<file path="config.mk">
export PLATFORM = sky130hd
export DESIGN_NAME = lsc_station_cmd
export DESIGN_NICKNAME = d
export VERILOG_FILES = /design/src/hdl/lsc_pkg.sv /design/src/hdl/lsc_station_cmd.sv
export VERILOG_INCLUDE_DIRS = /design/src /design/src/hdl
export SDC_FILE = /design/constraint.sdc
export NUM_CORES = 2
export LEC_CHECK = 0
export BUFFER_PORTS_ARGS = -buffer_cell sky130_fd_sc_hd__buf_2
export CORE_MARGIN = 1.5
export CORE_UTILIZATION = 40
export CTS_CLUSTER_DIAMETER = 200
export CTS_CLUSTER_SIZE = 10
export DETAILED_ROUTE_END_ITERATION = 8
export SLEW_MARGIN = 5
export SYNTH_ARGS = -nofsm -noshare
export SYNTH_HDL_FRONTEND = slang
export SYNTH_SLANG_ARGS = --single-unit
export TNS_END_PERCENT = 10
</file>
<file path="constraint.sdc">
create_clock -name pclk -period 4.7 [get_ports pclk]
set_clock_uncertainty 0.15 [all_clocks]
set_input_delay 0.94 -clock pclk [delete_from_list [all_inputs] [get_ports pclk]]
set_output_delay 0.94 -clock pclk [all_outputs]
set_load 0.05 [all_outputs]
</file>
<file path="src/hdl/lsc_consts.svh">
// constants of the station command handler: register offsets, field
// positions, command and completion codes, image layout.
// assumes an 8-bit byte address on the register bus.
`ifndef LSC_CONSTS_SVH
`define LSC_CONSTS_SVH

`define LSC_A_CTRL      8'h00
`define LSC_A_CMDW      8'h04
`define LSC_A_P0        8'h08
`define LSC_A_P1        8'h0C
`define LSC_A_GO        8'h10
`define LSC_A_SCMD      8'h14
`define LSC_A_SP0       8'h18
`define LSC_A_SP1       8'h1C
`define LSC_A_SP2       8'h20
`define LSC_A_STAT      8'h24
`define LSC_A_SLOT      8'h28
`define LSC_A_REQ_STA   8'h30
`define LSC_A_REQ_LEN   8'h34
`define LSC_A_REQ_AHI   8'h38
`define LSC_A_REQ_ALO   8'h3C
`define LSC_A_REQ_RET   8'h40
`define LSC_A_REQ_OPT   8'h44
`define LSC_A_REQ_PTR   8'h48
`define LSC_A_BUF       8'h80
`define LSC_BUF_SPAN    8'h30

`define LSC_CTRL_OPEN   0
`define LSC_CTRL_LLC    1
`define LSC_STAT_DONE   0
`define LSC_STAT_REJ    1
`define LSC_STAT_BUSY   2
`define LSC_SLOT_VALID  31
`define LSC_FLOW_STAT   0
`define LSC_FLOW_COND   1
`define LSC_OPT_RESET   0

`define LSC_OP_MODIFY   16'h001C
`define LSC_OP_FLOW     16'h001D
`define LSC_OP_STATS    16'h001E

`define LSC_CS_GOOD     16'h0000
`define LSC_CS_PRIO     16'h0008
`define LSC_CS_LOST     16'h0015
`define LSC_CS_BADSTA   16'h0040
`define LSC_CS_MAXPAR   16'h0042
`define LSC_CS_NOGRP    16'h0045
`define LSC_CS_GRPFULL  16'h0049
`define LSC_CS_NOMEMB   16'h004E

`define LSC_RST_WORD    16'h0000
`define LSC_IMG_LEN     16'h0030
`define LSC_MIN_CLR     16'h0008
`define LSC_LAST_WORD   4'hB

`endif

</file>
<file path="src/hdl/lsc_pkg.sv">
// types of the station command handler.
// assumes nothing beyond a SystemVerilog compiler.
`default_nettype none
package lsc_pkg;
    typedef enum logic [1:0] {st_idle, st_copy, st_fin} lsc_state_t;
    typedef enum logic [2:0] {ev_tx_ok, ev_rx_ok, ev_rx_err, ev_tx_err,
                              ev_t1_idle, ev_buf_busy} lsc_event_t;
endpackage : lsc_pkg
`default_nettype wire

</file>
<file path="src/hdl/lsc_station_cmd.sv">
// station command handler: flow regulation, counter readout, parameter
// update completion reporting, with an APB register file.
// assumes station engine events and link state on the pclk domain.
// How it works
// - update done: complete, 001C, code, station
// - group failures 0045/0049 report group point
// - update code limited to seven legal values
// - flow regulation to station zero changes nothing
// - reject both commands unless opened and enabled
// - low byte zero selects whole group point
// - option bit0 zero enters busy, bit1 ignored
// - bit0 one clears busy cause chosen by bit1
// - flow done: complete, 001D, code, station, zero
// - readout pointer 24 bits, top byte ignored
// - request block: station, length, address, size, options
// - returned size is full image length
// - option bit0 clears error counters after readout
// - option bits 1-15 ignored
// - image bytes 0-7 hold counts
// - bytes 8-10 control bytes and primary state
// - byte 11 secondary state, bit7 zero
// - bytes 12-14 send, receive, last received counts
// - byte 15 header length, 16-47 header
// - readout done: complete, 001E, code, station, zero
// - codes 0000/0040/0015; no clear below eight
//
// The implementer's own choices: the placing of the registers and the APB slave port.
`timescale 1ns/10ps
`default_nettype none
`include "lsc_consts.svh"

module lsc_station_cmd
#(
    parameter int NST = 8,
    parameter int SW  = $clog2(NST)
)
(
    // clock and reset
    input  wire logic               pclk,
    input  wire logic               presetn,
    // apb slave
    input  wire logic               psel,
    input  wire logic               penable,
    input  wire logic               pwrite,
    input  wire logic [7:0]         paddr,
    input  wire logic [31:0]        pwdata,
    output logic      [31:0]        prdata,
    output logic                    pready,
    output logic                    pslverr,
    // parameter update completion from the update unit
    input  wire logic               mod_done,
    input  wire logic [15:0]        mod_code,
    input  wire logic [15:0]        mod_station,
    input  wire logic [7:0]         mod_sap,
    // station engine events and state
    input  wire logic               evt_valid,
    input  wire logic [SW-1:0]      evt_slot,
    input  wire lsc_pkg::lsc_event_t evt_kind,
    input  wire logic [63:0]        link_state_bytes,
    input  wire logic [255:0]       tx_header,
    // results
    output logic [SW-1:0]           stat_slot,
    output logic [NST-1:0]          local_busy,
    output logic                    cmd_complete,
    output logic                    cmd_reject
);

    typedef struct packed {
        lsc_pkg::lsc_state_t     state;
        logic [1:0]              ctrl;
        logic [15:0]             cmdw, p0, p1;
        logic [15:0]             scmd, sp0, sp1, sp2;
        logic                    go, done_f, rej_f, done_p, rej_p;
        logic [NST-1:0][15:0]    slot_id;
        logic [NST-1:0]          slot_v, ubusy, bbusy, lbusy;
        logic [NST-1:0][15:0]    cnt_tx, cnt_rx, cnt_t1;
        logic [NST-1:0][7:0]     cnt_rxe, cnt_txe;
        logic [15:0]             req_sta, req_len, req_ahi, req_alo;
        logic [15:0]             req_ret, req_opt;
        logic [11:0][31:0]       bufw;
        logic [3:0]              widx;
        logic [SW-1:0]           sel;
        logic                    mod_pend;
        logic [15:0]             mod_code, mod_sta;
        logic [7:0]              mod_sap;
        logic                    pready, pslverr;
        logic [31:0]             prdata;
    } lsc_regs_t;

    lsc_regs_t q, d;

    logic [NST-1:0] flow_hit;
    logic [NST-1:0] stat_hit;

    // station matching, exact or whole group point for flow, exact only for readout
    genvar g;
    generate
        for (g = 0; g < NST; g++)
        begin : g_match
            assign flow_hit[g] = q.slot_v[g] &&
                ((q.p0[7:0] == 8'h00) ?
                 (q.slot_id[g][15:8] == q.p0[15:8]) :
                 (q.slot_id[g] == q.p0));
            assign stat_hit[g] = q.slot_v[g] && q.req_sta[7:0] != 8'h00 &&
                                 q.slot_id[g] == q.req_sta;
        end
    endgenerate

    always_comb
    begin
        logic [47:0][7:0] img;
        logic             acc, wr, hit, ok;
        logic [7:0]       boff;
        logic [15:0]      code, bi;
        logic             clr;
        int               i;
        int               k;
        img  = '0;
        acc  = 1'b0;
        wr   = 1'b0;
        hit  = 1'b0;
        ok   = 1'b0;
        boff = 8'h00;
        code = `LSC_CS_GOOD;
        bi   = 16'h0000;
        clr  = 1'b0;
        i    = 0;
        k    = 0;
        d    = q;
        d.done_p = 1'b0;
        d.rej_p  = 1'b0;
        d.pready = 1'b0;

        // statistics image of the selected station
        img[0] = q.cnt_tx[q.sel][15:8];
        img[1] = q.cnt_tx[q.sel][7:0];
        img[2] = q.cnt_rx[q.sel][15:8];
        img[3] = q.cnt_rx[q.sel][7:0];
        img[4] = q.cnt_rxe[q.sel];
        img[5] = q.cnt_txe[q.sel];
        img[6] = q.cnt_t1[q.sel][15:8];
        img[7] = q.cnt_t1[q.sel][7:0];
        for (k = 0; k < 8; k++)
            img[8+k] = link_state_bytes[8*k +: 8];
        img[11][1] = q.ubusy[q.sel];
        img[11][2] = q.bbusy[q.sel];
        img[11][7] = 1'b0;
        for (k = 0; k < 32; k++)
            img[16+k] = tx_header[8*k +: 8];

        // apb: one wait state, writes land on the completing edge
        boff = paddr - `LSC_A_BUF;
        acc  = psel && penable && !q.pready;
        wr   = psel && penable && pwrite && q.pready && !q.pslverr;
        if (acc)
        begin
            d.pready  = 1'b1;
            d.pslverr = 1'b0;
            d.prdata  = 32'h0000_0000;
            case (paddr)
                `LSC_A_CTRL:    d.prdata[1:0] = q.ctrl;
                `LSC_A_CMDW:    d.prdata[15:0] = q.cmdw;
                `LSC_A_P0:      d.prdata[15:0] = q.p0;
                `LSC_A_P1:      d.prdata[15:0] = q.p1;
                `LSC_A_GO:      d.prdata[0] = q.go;
                `LSC_A_SCMD:    d.prdata[15:0] = q.scmd;
                `LSC_A_SP0:     d.prdata[15:0] = q.sp0;
                `LSC_A_SP1:     d.prdata[15:0] = q.sp1;
                `LSC_A_SP2:     d.prdata[15:0] = q.sp2;
                `LSC_A_STAT:    d.prdata[2:0] = {q.go ||
                    q.state != lsc_pkg::st_idle, q.rej_f, q.done_f};
                `LSC_A_SLOT:    d.prdata = {15'h0000, 1'b0, 16'h0000};
                `LSC_A_REQ_STA: d.prdata[15:0] = q.req_sta;
                `LSC_A_REQ_LEN: d.prdata[15:0] = q.req_len;
                `LSC_A_REQ_AHI: d.prdata[15:0] = q.req_ahi;
                `LSC_A_REQ_ALO: d.prdata[15:0] = q.req_alo;
                `LSC_A_REQ_RET: d.prdata[15:0] = q.req_ret;
                `LSC_A_REQ_OPT: d.prdata[15:0] = q.req_opt;
                `LSC_A_REQ_PTR: d.prdata[23:0] = {q.p0[7:0], q.p1};
                default:
                begin
                    if (boff < `LSC_BUF_SPAN && paddr[1:0] == 2'b00)
                        d.prdata = q.bufw[boff[5:2]];
                    else
                        d.pslverr = 1'b1;
                end
            endcase
        end
        else if (!(psel && penable))
            d.pslverr = 1'b0;

        if (wr)
        begin
            case (paddr)
                `LSC_A_CTRL:    d.ctrl = pwdata[1:0];
                `LSC_A_CMDW:    d.cmdw = pwdata[15:0];
                `LSC_A_P0:      d.p0 = pwdata[15:0];
                `LSC_A_P1:      d.p1 = pwdata[15:0];
                `LSC_A_GO:      d.go = q.go || pwdata[0];
                `LSC_A_STAT:
                begin
                    d.done_f = q.done_f && !pwdata[`LSC_STAT_DONE];
                    d.rej_f  = q.rej_f && !pwdata[`LSC_STAT_REJ];
                end
                `LSC_A_SLOT:
                begin
                    d.slot_id[pwdata[16+SW-1:16]] = pwdata[15:0];
                    d.slot_v[pwdata[16+SW-1:16]]  = pwdata[`LSC_SLOT_VALID];
                end
                `LSC_A_REQ_STA: d.req_sta = pwdata[15:0];
                `LSC_A_REQ_LEN: d.req_len = pwdata[15:0];
                `LSC_A_REQ_AHI: d.req_ahi = {8'h00, pwdata[7:0]};
                `LSC_A_REQ_ALO: d.req_alo = pwdata[15:0];
                `LSC_A_REQ_OPT: d.req_opt = pwdata[15:0];
                default:        d.go = q.go;
            endcase
        end

        if (mod_done)
        begin
            d.mod_pend = 1'b1;
            d.mod_code = mod_code;
            d.mod_sta  = mod_station;
            d.mod_sap  = mod_sap;
        end

        case (q.state)
            lsc_pkg::st_idle:
            begin
                if (q.mod_pend)
                begin
                    d.mod_pend = mod_done;
                    d.scmd = `LSC_OP_MODIFY;
                    d.sp1  = q.mod_sta;
                    d.sp2  = `LSC_RST_WORD;
                    case (q.mod_code)
                        `LSC_CS_GOOD, `LSC_CS_PRIO, `LSC_CS_BADSTA,
                        `LSC_CS_MAXPAR, `LSC_CS_NOMEMB:
                            d.sp0 = q.mod_code;
                        `LSC_CS_NOGRP, `LSC_CS_GRPFULL:
                        begin
                            d.sp0 = q.mod_code;
                            d.sp2 = {8'h00, q.mod_sap};
                        end
                        default: d.sp0 = `LSC_CS_MAXPAR;
                    endcase
                    d.done_p = 1'b1;
                end
                else if (q.go)
                begin
                    d.go = 1'b0;
                    ok = q.ctrl[`LSC_CTRL_OPEN] && q.ctrl[`LSC_CTRL_LLC];
                    if (!ok || (q.cmdw != `LSC_OP_FLOW &&
                                q.cmdw != `LSC_OP_STATS))
                        d.rej_p = 1'b1;
                    else if (q.cmdw == `LSC_OP_FLOW)
                    begin
                        code = (q.p0 == 16'h0000 || |flow_hit) ?
                               `LSC_CS_GOOD : `LSC_CS_BADSTA;
                        if (q.p0 != 16'h0000)
                        begin
                            for (i = 0; i < NST; i++)
                            begin
                                if (flow_hit[i])
                                begin
                                    if (!q.p1[`LSC_FLOW_STAT])
                                        d.ubusy[i] = 1'b1;
                                    else if (!q.p1[`LSC_FLOW_COND])
                                        d.ubusy[i] = 1'b0;
                                    else
                                        d.bbusy[i] = 1'b0;
                                end
                            end
                        end
                        d.scmd   = `LSC_OP_FLOW;
                        d.sp0    = code;
                        d.sp1    = q.p0;
                        d.sp2    = `LSC_RST_WORD;
                        d.done_p = 1'b1;
                    end
                    else
                    begin
                        for (i = NST - 1; i >= 0; i--)
                        begin
                            if (stat_hit[i])
                            begin
                                hit   = 1'b1;
                                d.sel = SW'(i);
                            end
                        end
                        if (hit)
                        begin
                            d.widx  = 4'h0;
                            d.state = lsc_pkg::st_copy;
                        end
                        else
                        begin
                            d.scmd   = `LSC_OP_STATS;
                            d.sp0    = `LSC_CS_BADSTA;
                            d.sp1    = q.req_sta;
                            d.sp2    = `LSC_RST_WORD;
                            d.done_p = 1'b1;
                        end
                    end
                end
            end
            lsc_pkg::st_copy:
            begin
                // only bytes inside the host buffer length are written
                for (k = 0; k < 4; k++)
                begin
                    bi = {10'h000, q.widx, 2'(k)};
                    if (bi < q.req_len)
                        d.bufw[q.widx][8*k +: 8] = img[bi[5:0]];
                end
                d.widx = q.widx + 4'h1;
                if (q.widx == `LSC_LAST_WORD)
                    d.state = lsc_pkg::st_fin;
            end
            lsc_pkg::st_fin:
            begin
                d.req_ret = `LSC_IMG_LEN;
                code = (q.req_len < `LSC_IMG_LEN) ? `LSC_CS_LOST
                                                  : `LSC_CS_GOOD;
                // only option bit0 is looked at
                clr = (q.req_opt[`LSC_OPT_RESET] ||
                       code == `LSC_CS_LOST) &&
                      q.req_len >= `LSC_MIN_CLR;
                if (clr)
                begin
                    d.cnt_rxe[q.sel] = 8'h00;
                    d.cnt_txe[q.sel] = 8'h00;
                    d.cnt_t1[q.sel]  = 16'h0000;
                end
                d.scmd   = `LSC_OP_STATS;
                d.sp0    = code;
                d.sp1    = q.req_sta;
                d.sp2    = `LSC_RST_WORD;
                d.done_p = 1'b1;
                d.state  = lsc_pkg::st_idle;
            end
            default: d.state = lsc_pkg::st_idle;
        endcase

        // station events come last so a same-cycle set beats a clear
        if (evt_valid)
        begin
            case (evt_kind)
                lsc_pkg::ev_tx_ok:
                    d.cnt_tx[evt_slot] = q.cnt_tx[evt_slot] + 16'h0001;
                lsc_pkg::ev_rx_ok:
                    d.cnt_rx[evt_slot] = q.cnt_rx[evt_slot] + 16'h0001;
                lsc_pkg::ev_rx_err:
                    d.cnt_rxe[evt_slot] = d.cnt_rxe[evt_slot] + 8'h01;
                lsc_pkg::ev_tx_err:
                    d.cnt_txe[evt_slot] = d.cnt_txe[evt_slot] + 8'h01;
                lsc_pkg::ev_t1_idle:
                    d.cnt_t1[evt_slot] = d.cnt_t1[evt_slot] + 16'h0001;
                lsc_pkg::ev_buf_busy: d.bbusy[evt_slot] = 1'b1;
                default: d.bbusy = d.bbusy;
            endcase
        end
        if (d.done_p)
            d.done_f = 1'b1;
        if (d.rej_p)
            d.rej_f = 1'b1;
        d.lbusy = d.ubusy | d.bbusy;
    end

    always_ff @(posedge pclk or negedge presetn)
    begin
        if (!presetn)
            q <= '0;
        else
            q <= d;
    end

    assign prdata       = q.prdata;
    assign pready       = q.pready;
    assign pslverr      = q.pslverr;
    assign stat_slot    = q.sel;
    assign local_busy   = q.lbusy;
    assign cmd_complete = q.done_p;
    assign cmd_reject   = q.rej_p;

    logic take, cmd_ok;
    assign take   = q.state == lsc_pkg::st_idle && !q.mod_pend && q.go;
    assign cmd_ok = q.ctrl == 2'b11;
endmodule : lsc_station_cmd

`default_nettype wire
</file>
==> metrics.txt <==
Tightest Pin Transition ~1.2 ns; relative slew slack a little over a fifth; routed len/inst 27.9 um; status finished clean; # H-tree levels 4; core area 170000 um^2; I/O Pins 460; nature of the critical path endpoint register; Hold Path Class input port to register; Post-synth EDFFs 0; die span in x 417 um; post-route setup TNS 0 ns; Worst-path clk slew 0.06 ns; sequential area share after synthesis between 40 and 50%; Worst EP arrival 4.88 ns; CP max stage cell a41o_1; Distinct cells, synth between 80 and 90; Setup Viol. Count Final 0; first-pass GRT wire length roughly 350000 um; Layout Nets around 6600; die area approximately 170000 um^2; r2r setup slk a little under 0.3 ns; Clk Latency, worst-skew pair 0.80 ns; Setup crit start q[540]; routability cong. roughly 0.94; final worst path period share 93.7%; critical path class register to register; largest net degree at the start of global routing 132; Post-DRT Antenna Nets 0; Post-CTS Repair Setup Buffers 0; TritonCTS buffer count approximately 150; initial antenna violation count 16; Total GRT Usage 26.8%; I/O Buffers about 440; Critical Path Max Stage Delay a little under 0.8 ns; share of the synthesized area in the top cell type between 40% and 50%; r2r startpoint q[540]; Synth Cell Area around 68000 um^2; commonest non-fill, non-tap cells in the layout 1305 x dfrtp_1, 799 x mux2_2, 506 x nand2_1; post-DP HPWL around 160000 um; vias after detailed routing a little over 50000; Final Hold Vio Count 0; most common cell after layout, fill and taps aside dfrtp_1; syn_nets slightly above 6000; hold_sp mod_sap[0]; Pre-antenna DRT Iters 8; synth warn 0; synthesized flop and latch total approximately 1300; Root Driver clkbuf_16; Synth area leaders dfrtp_1 48%, mux2_2 13%, mux4_2 11%, o21ai_0 3.6%, nand2_1 2.8%; Crit path required time 5.17 ns; area leader, netlist dfrtp_1; Critical Path, Cell by Cell nor4_4 > a41o_1 > a31oi_2 > a22oi_1 > nand2_1 > or2_2 > ha_1 > nor4b_1 > o21ai_1 > nor3_1 > xnor2_1 > o21ai_0; ys flop type dfrtp_1; static leakage 0.0352 uW; RSZ-0062 raised after global routing false; Max clock buf depth 3; clock sink count around 1300; CP Max Fanout 17; Starting Density just over 40%; Die Ht 417 um; row count around 150; cell count after synthesis roughly 5700; Final Max Tran Viols 0; Fill cells roughly 16000; max-cap violation count 0; startpoint types register; VDD IR-drop max 0.375 mV; fmax between 200 and 250 MHz; share of layout cells above drive strength 1 approximately a third; DR DRC count 0; P per Cell Area roughly 310 nW/um^2; vias per inst just over 6; CTS tree built; DRT iter0 DRCs around 5500; async set-reset flop share out of synthesis 100%; min cycle time layout 4.41 ns; GRT overflow 0; vias in the first global route between 50000 and 60000; syn_area_per_cell about 12 um^2; fin util a little under half; area grow syn2layout 14.3%; post-detailed-routing wire length around 230000 um
power breakdown:
group / internal (uW) / switching [uW]
Combinational: 817 / 1350
Sequential: 11600 / 311
Clock: 5780 / 4680
Total: 18200 / 6340
state kept, by name, indices dropped and copies added, names as in the netlist:
signal	cells
cmd_reject	1
cmd_complete	1
q	1264
stat_slot	3
local_busy	8
pslverr	1
pready	1
prdata	32
cells by family (layout without fill, tap and decap cells):
kind of cell / after synthesis / in the layout / synth area share [%]
compound gates: 1027 / 1027 / 9.46
fa+ha+maj: 14 / 14 / 0.256
simple gates: 1269 / 1269 / 8.74
mux: 1262 / 1262 / 26.2
flops: 1311 / 1311 / 48.0
xor+xnor: 316 / 316 / 4.05
other cells: 0 / 7 / 0
buf+inv: 523 / 973 / 3.31
stage by stage:
| stage | power, uW | std cells | area (um^2) | setup slack (ns) | hold slack [ns] |
|---|---|---|---|---|---|
| detailed placement | 14300 | 8220 | 74100 | 0.105 | 0.305 |
| floorplan | 13200 | 5722 | 68400 | 0.628 | 0.289 |
| global route | 25400 | 8390 | 78200 | 0.0613 | 0.215 |
| global placement | 14200 | 8220 | 74100 | 0.163 | 0.301 |
| CTS | 24700 | 8390 | 78200 | 0.394 | 0.178 |
| finish | 24600 | 8397 | 78200 | 0.295 | 0.225 |
area by class of cell:
class / instances / area [um^2] / share of cell area (%)
multi-input cells: 3888 / 33500 / 42.8
flip-flops and latches: 1311 / 32800 / 42.0
repair buffers: 742 / 4840 / 6.19
clock buffers: 156 / 3840 / 4.91
well taps: 2218 / 2780 / 3.55
inverters: 62 / 233 / 0.298
clock inverters: 13 / 213 / 0.272
diodes: 7 / 17.5 / 0.0224
routing by layer:
layer  track usage [%]  up-vias  routed length [um]
met5                 0        -                  41
met4              11.8        8               10900
met3              5.59      563               18400
met2              41.8     2280              109000
met1              36.0    26500               96200
li1                  -    22000                   -
cells in the mapped netlist, types with 54 or more instances:
| cell | number |
|---|---|
| nand2_1 | 506 |
| xor2_1 | 147 |
| mux2_2 | 799 |
| nand3_1 | 200 |
| o21ai_0 | 486 |
| xnor2_1 | 169 |
| mux4_2 | 344 |
| nor3_1 | 69 |
| inv_1 | 58 |
| o22ai_1 | 54 |
| buf_1 | 64 |
| a22oi_1 | 121 |
| clkbuf_1 | 299 |
| nor2_1 | 220 |
| mux2i_1 | 119 |
| dfrtp_1 | 1311 |
| a21oi_1 | 94 |
worst max-delay path: cells and delay by family, from the launching register on:
family	cells	cell delay, ns
flops	1	0.41
fa+ha+maj	1	0.22
compound gates	5	1.64
xor+xnor	1	0.56
simple gates	5	1.22
repair_timing:
item	in CTS	in global routing
setup endpoints to repair	0	0
hold endpoints to repair	27	0
resized for setup	0	0
hold buffers	1	0
worst paths after layout:
kind / end / cells past startpoint
setup / recovery: q[718] / 12
hold / removal: q[34] / 2
setup reg to reg: q[718] / 12
hold reg to reg: prdata[29] / 2
max in group asynchronous: q[1031] / 3
min in group asynchronous: q[1188] / 2
(Power assumes the default switching activity.)
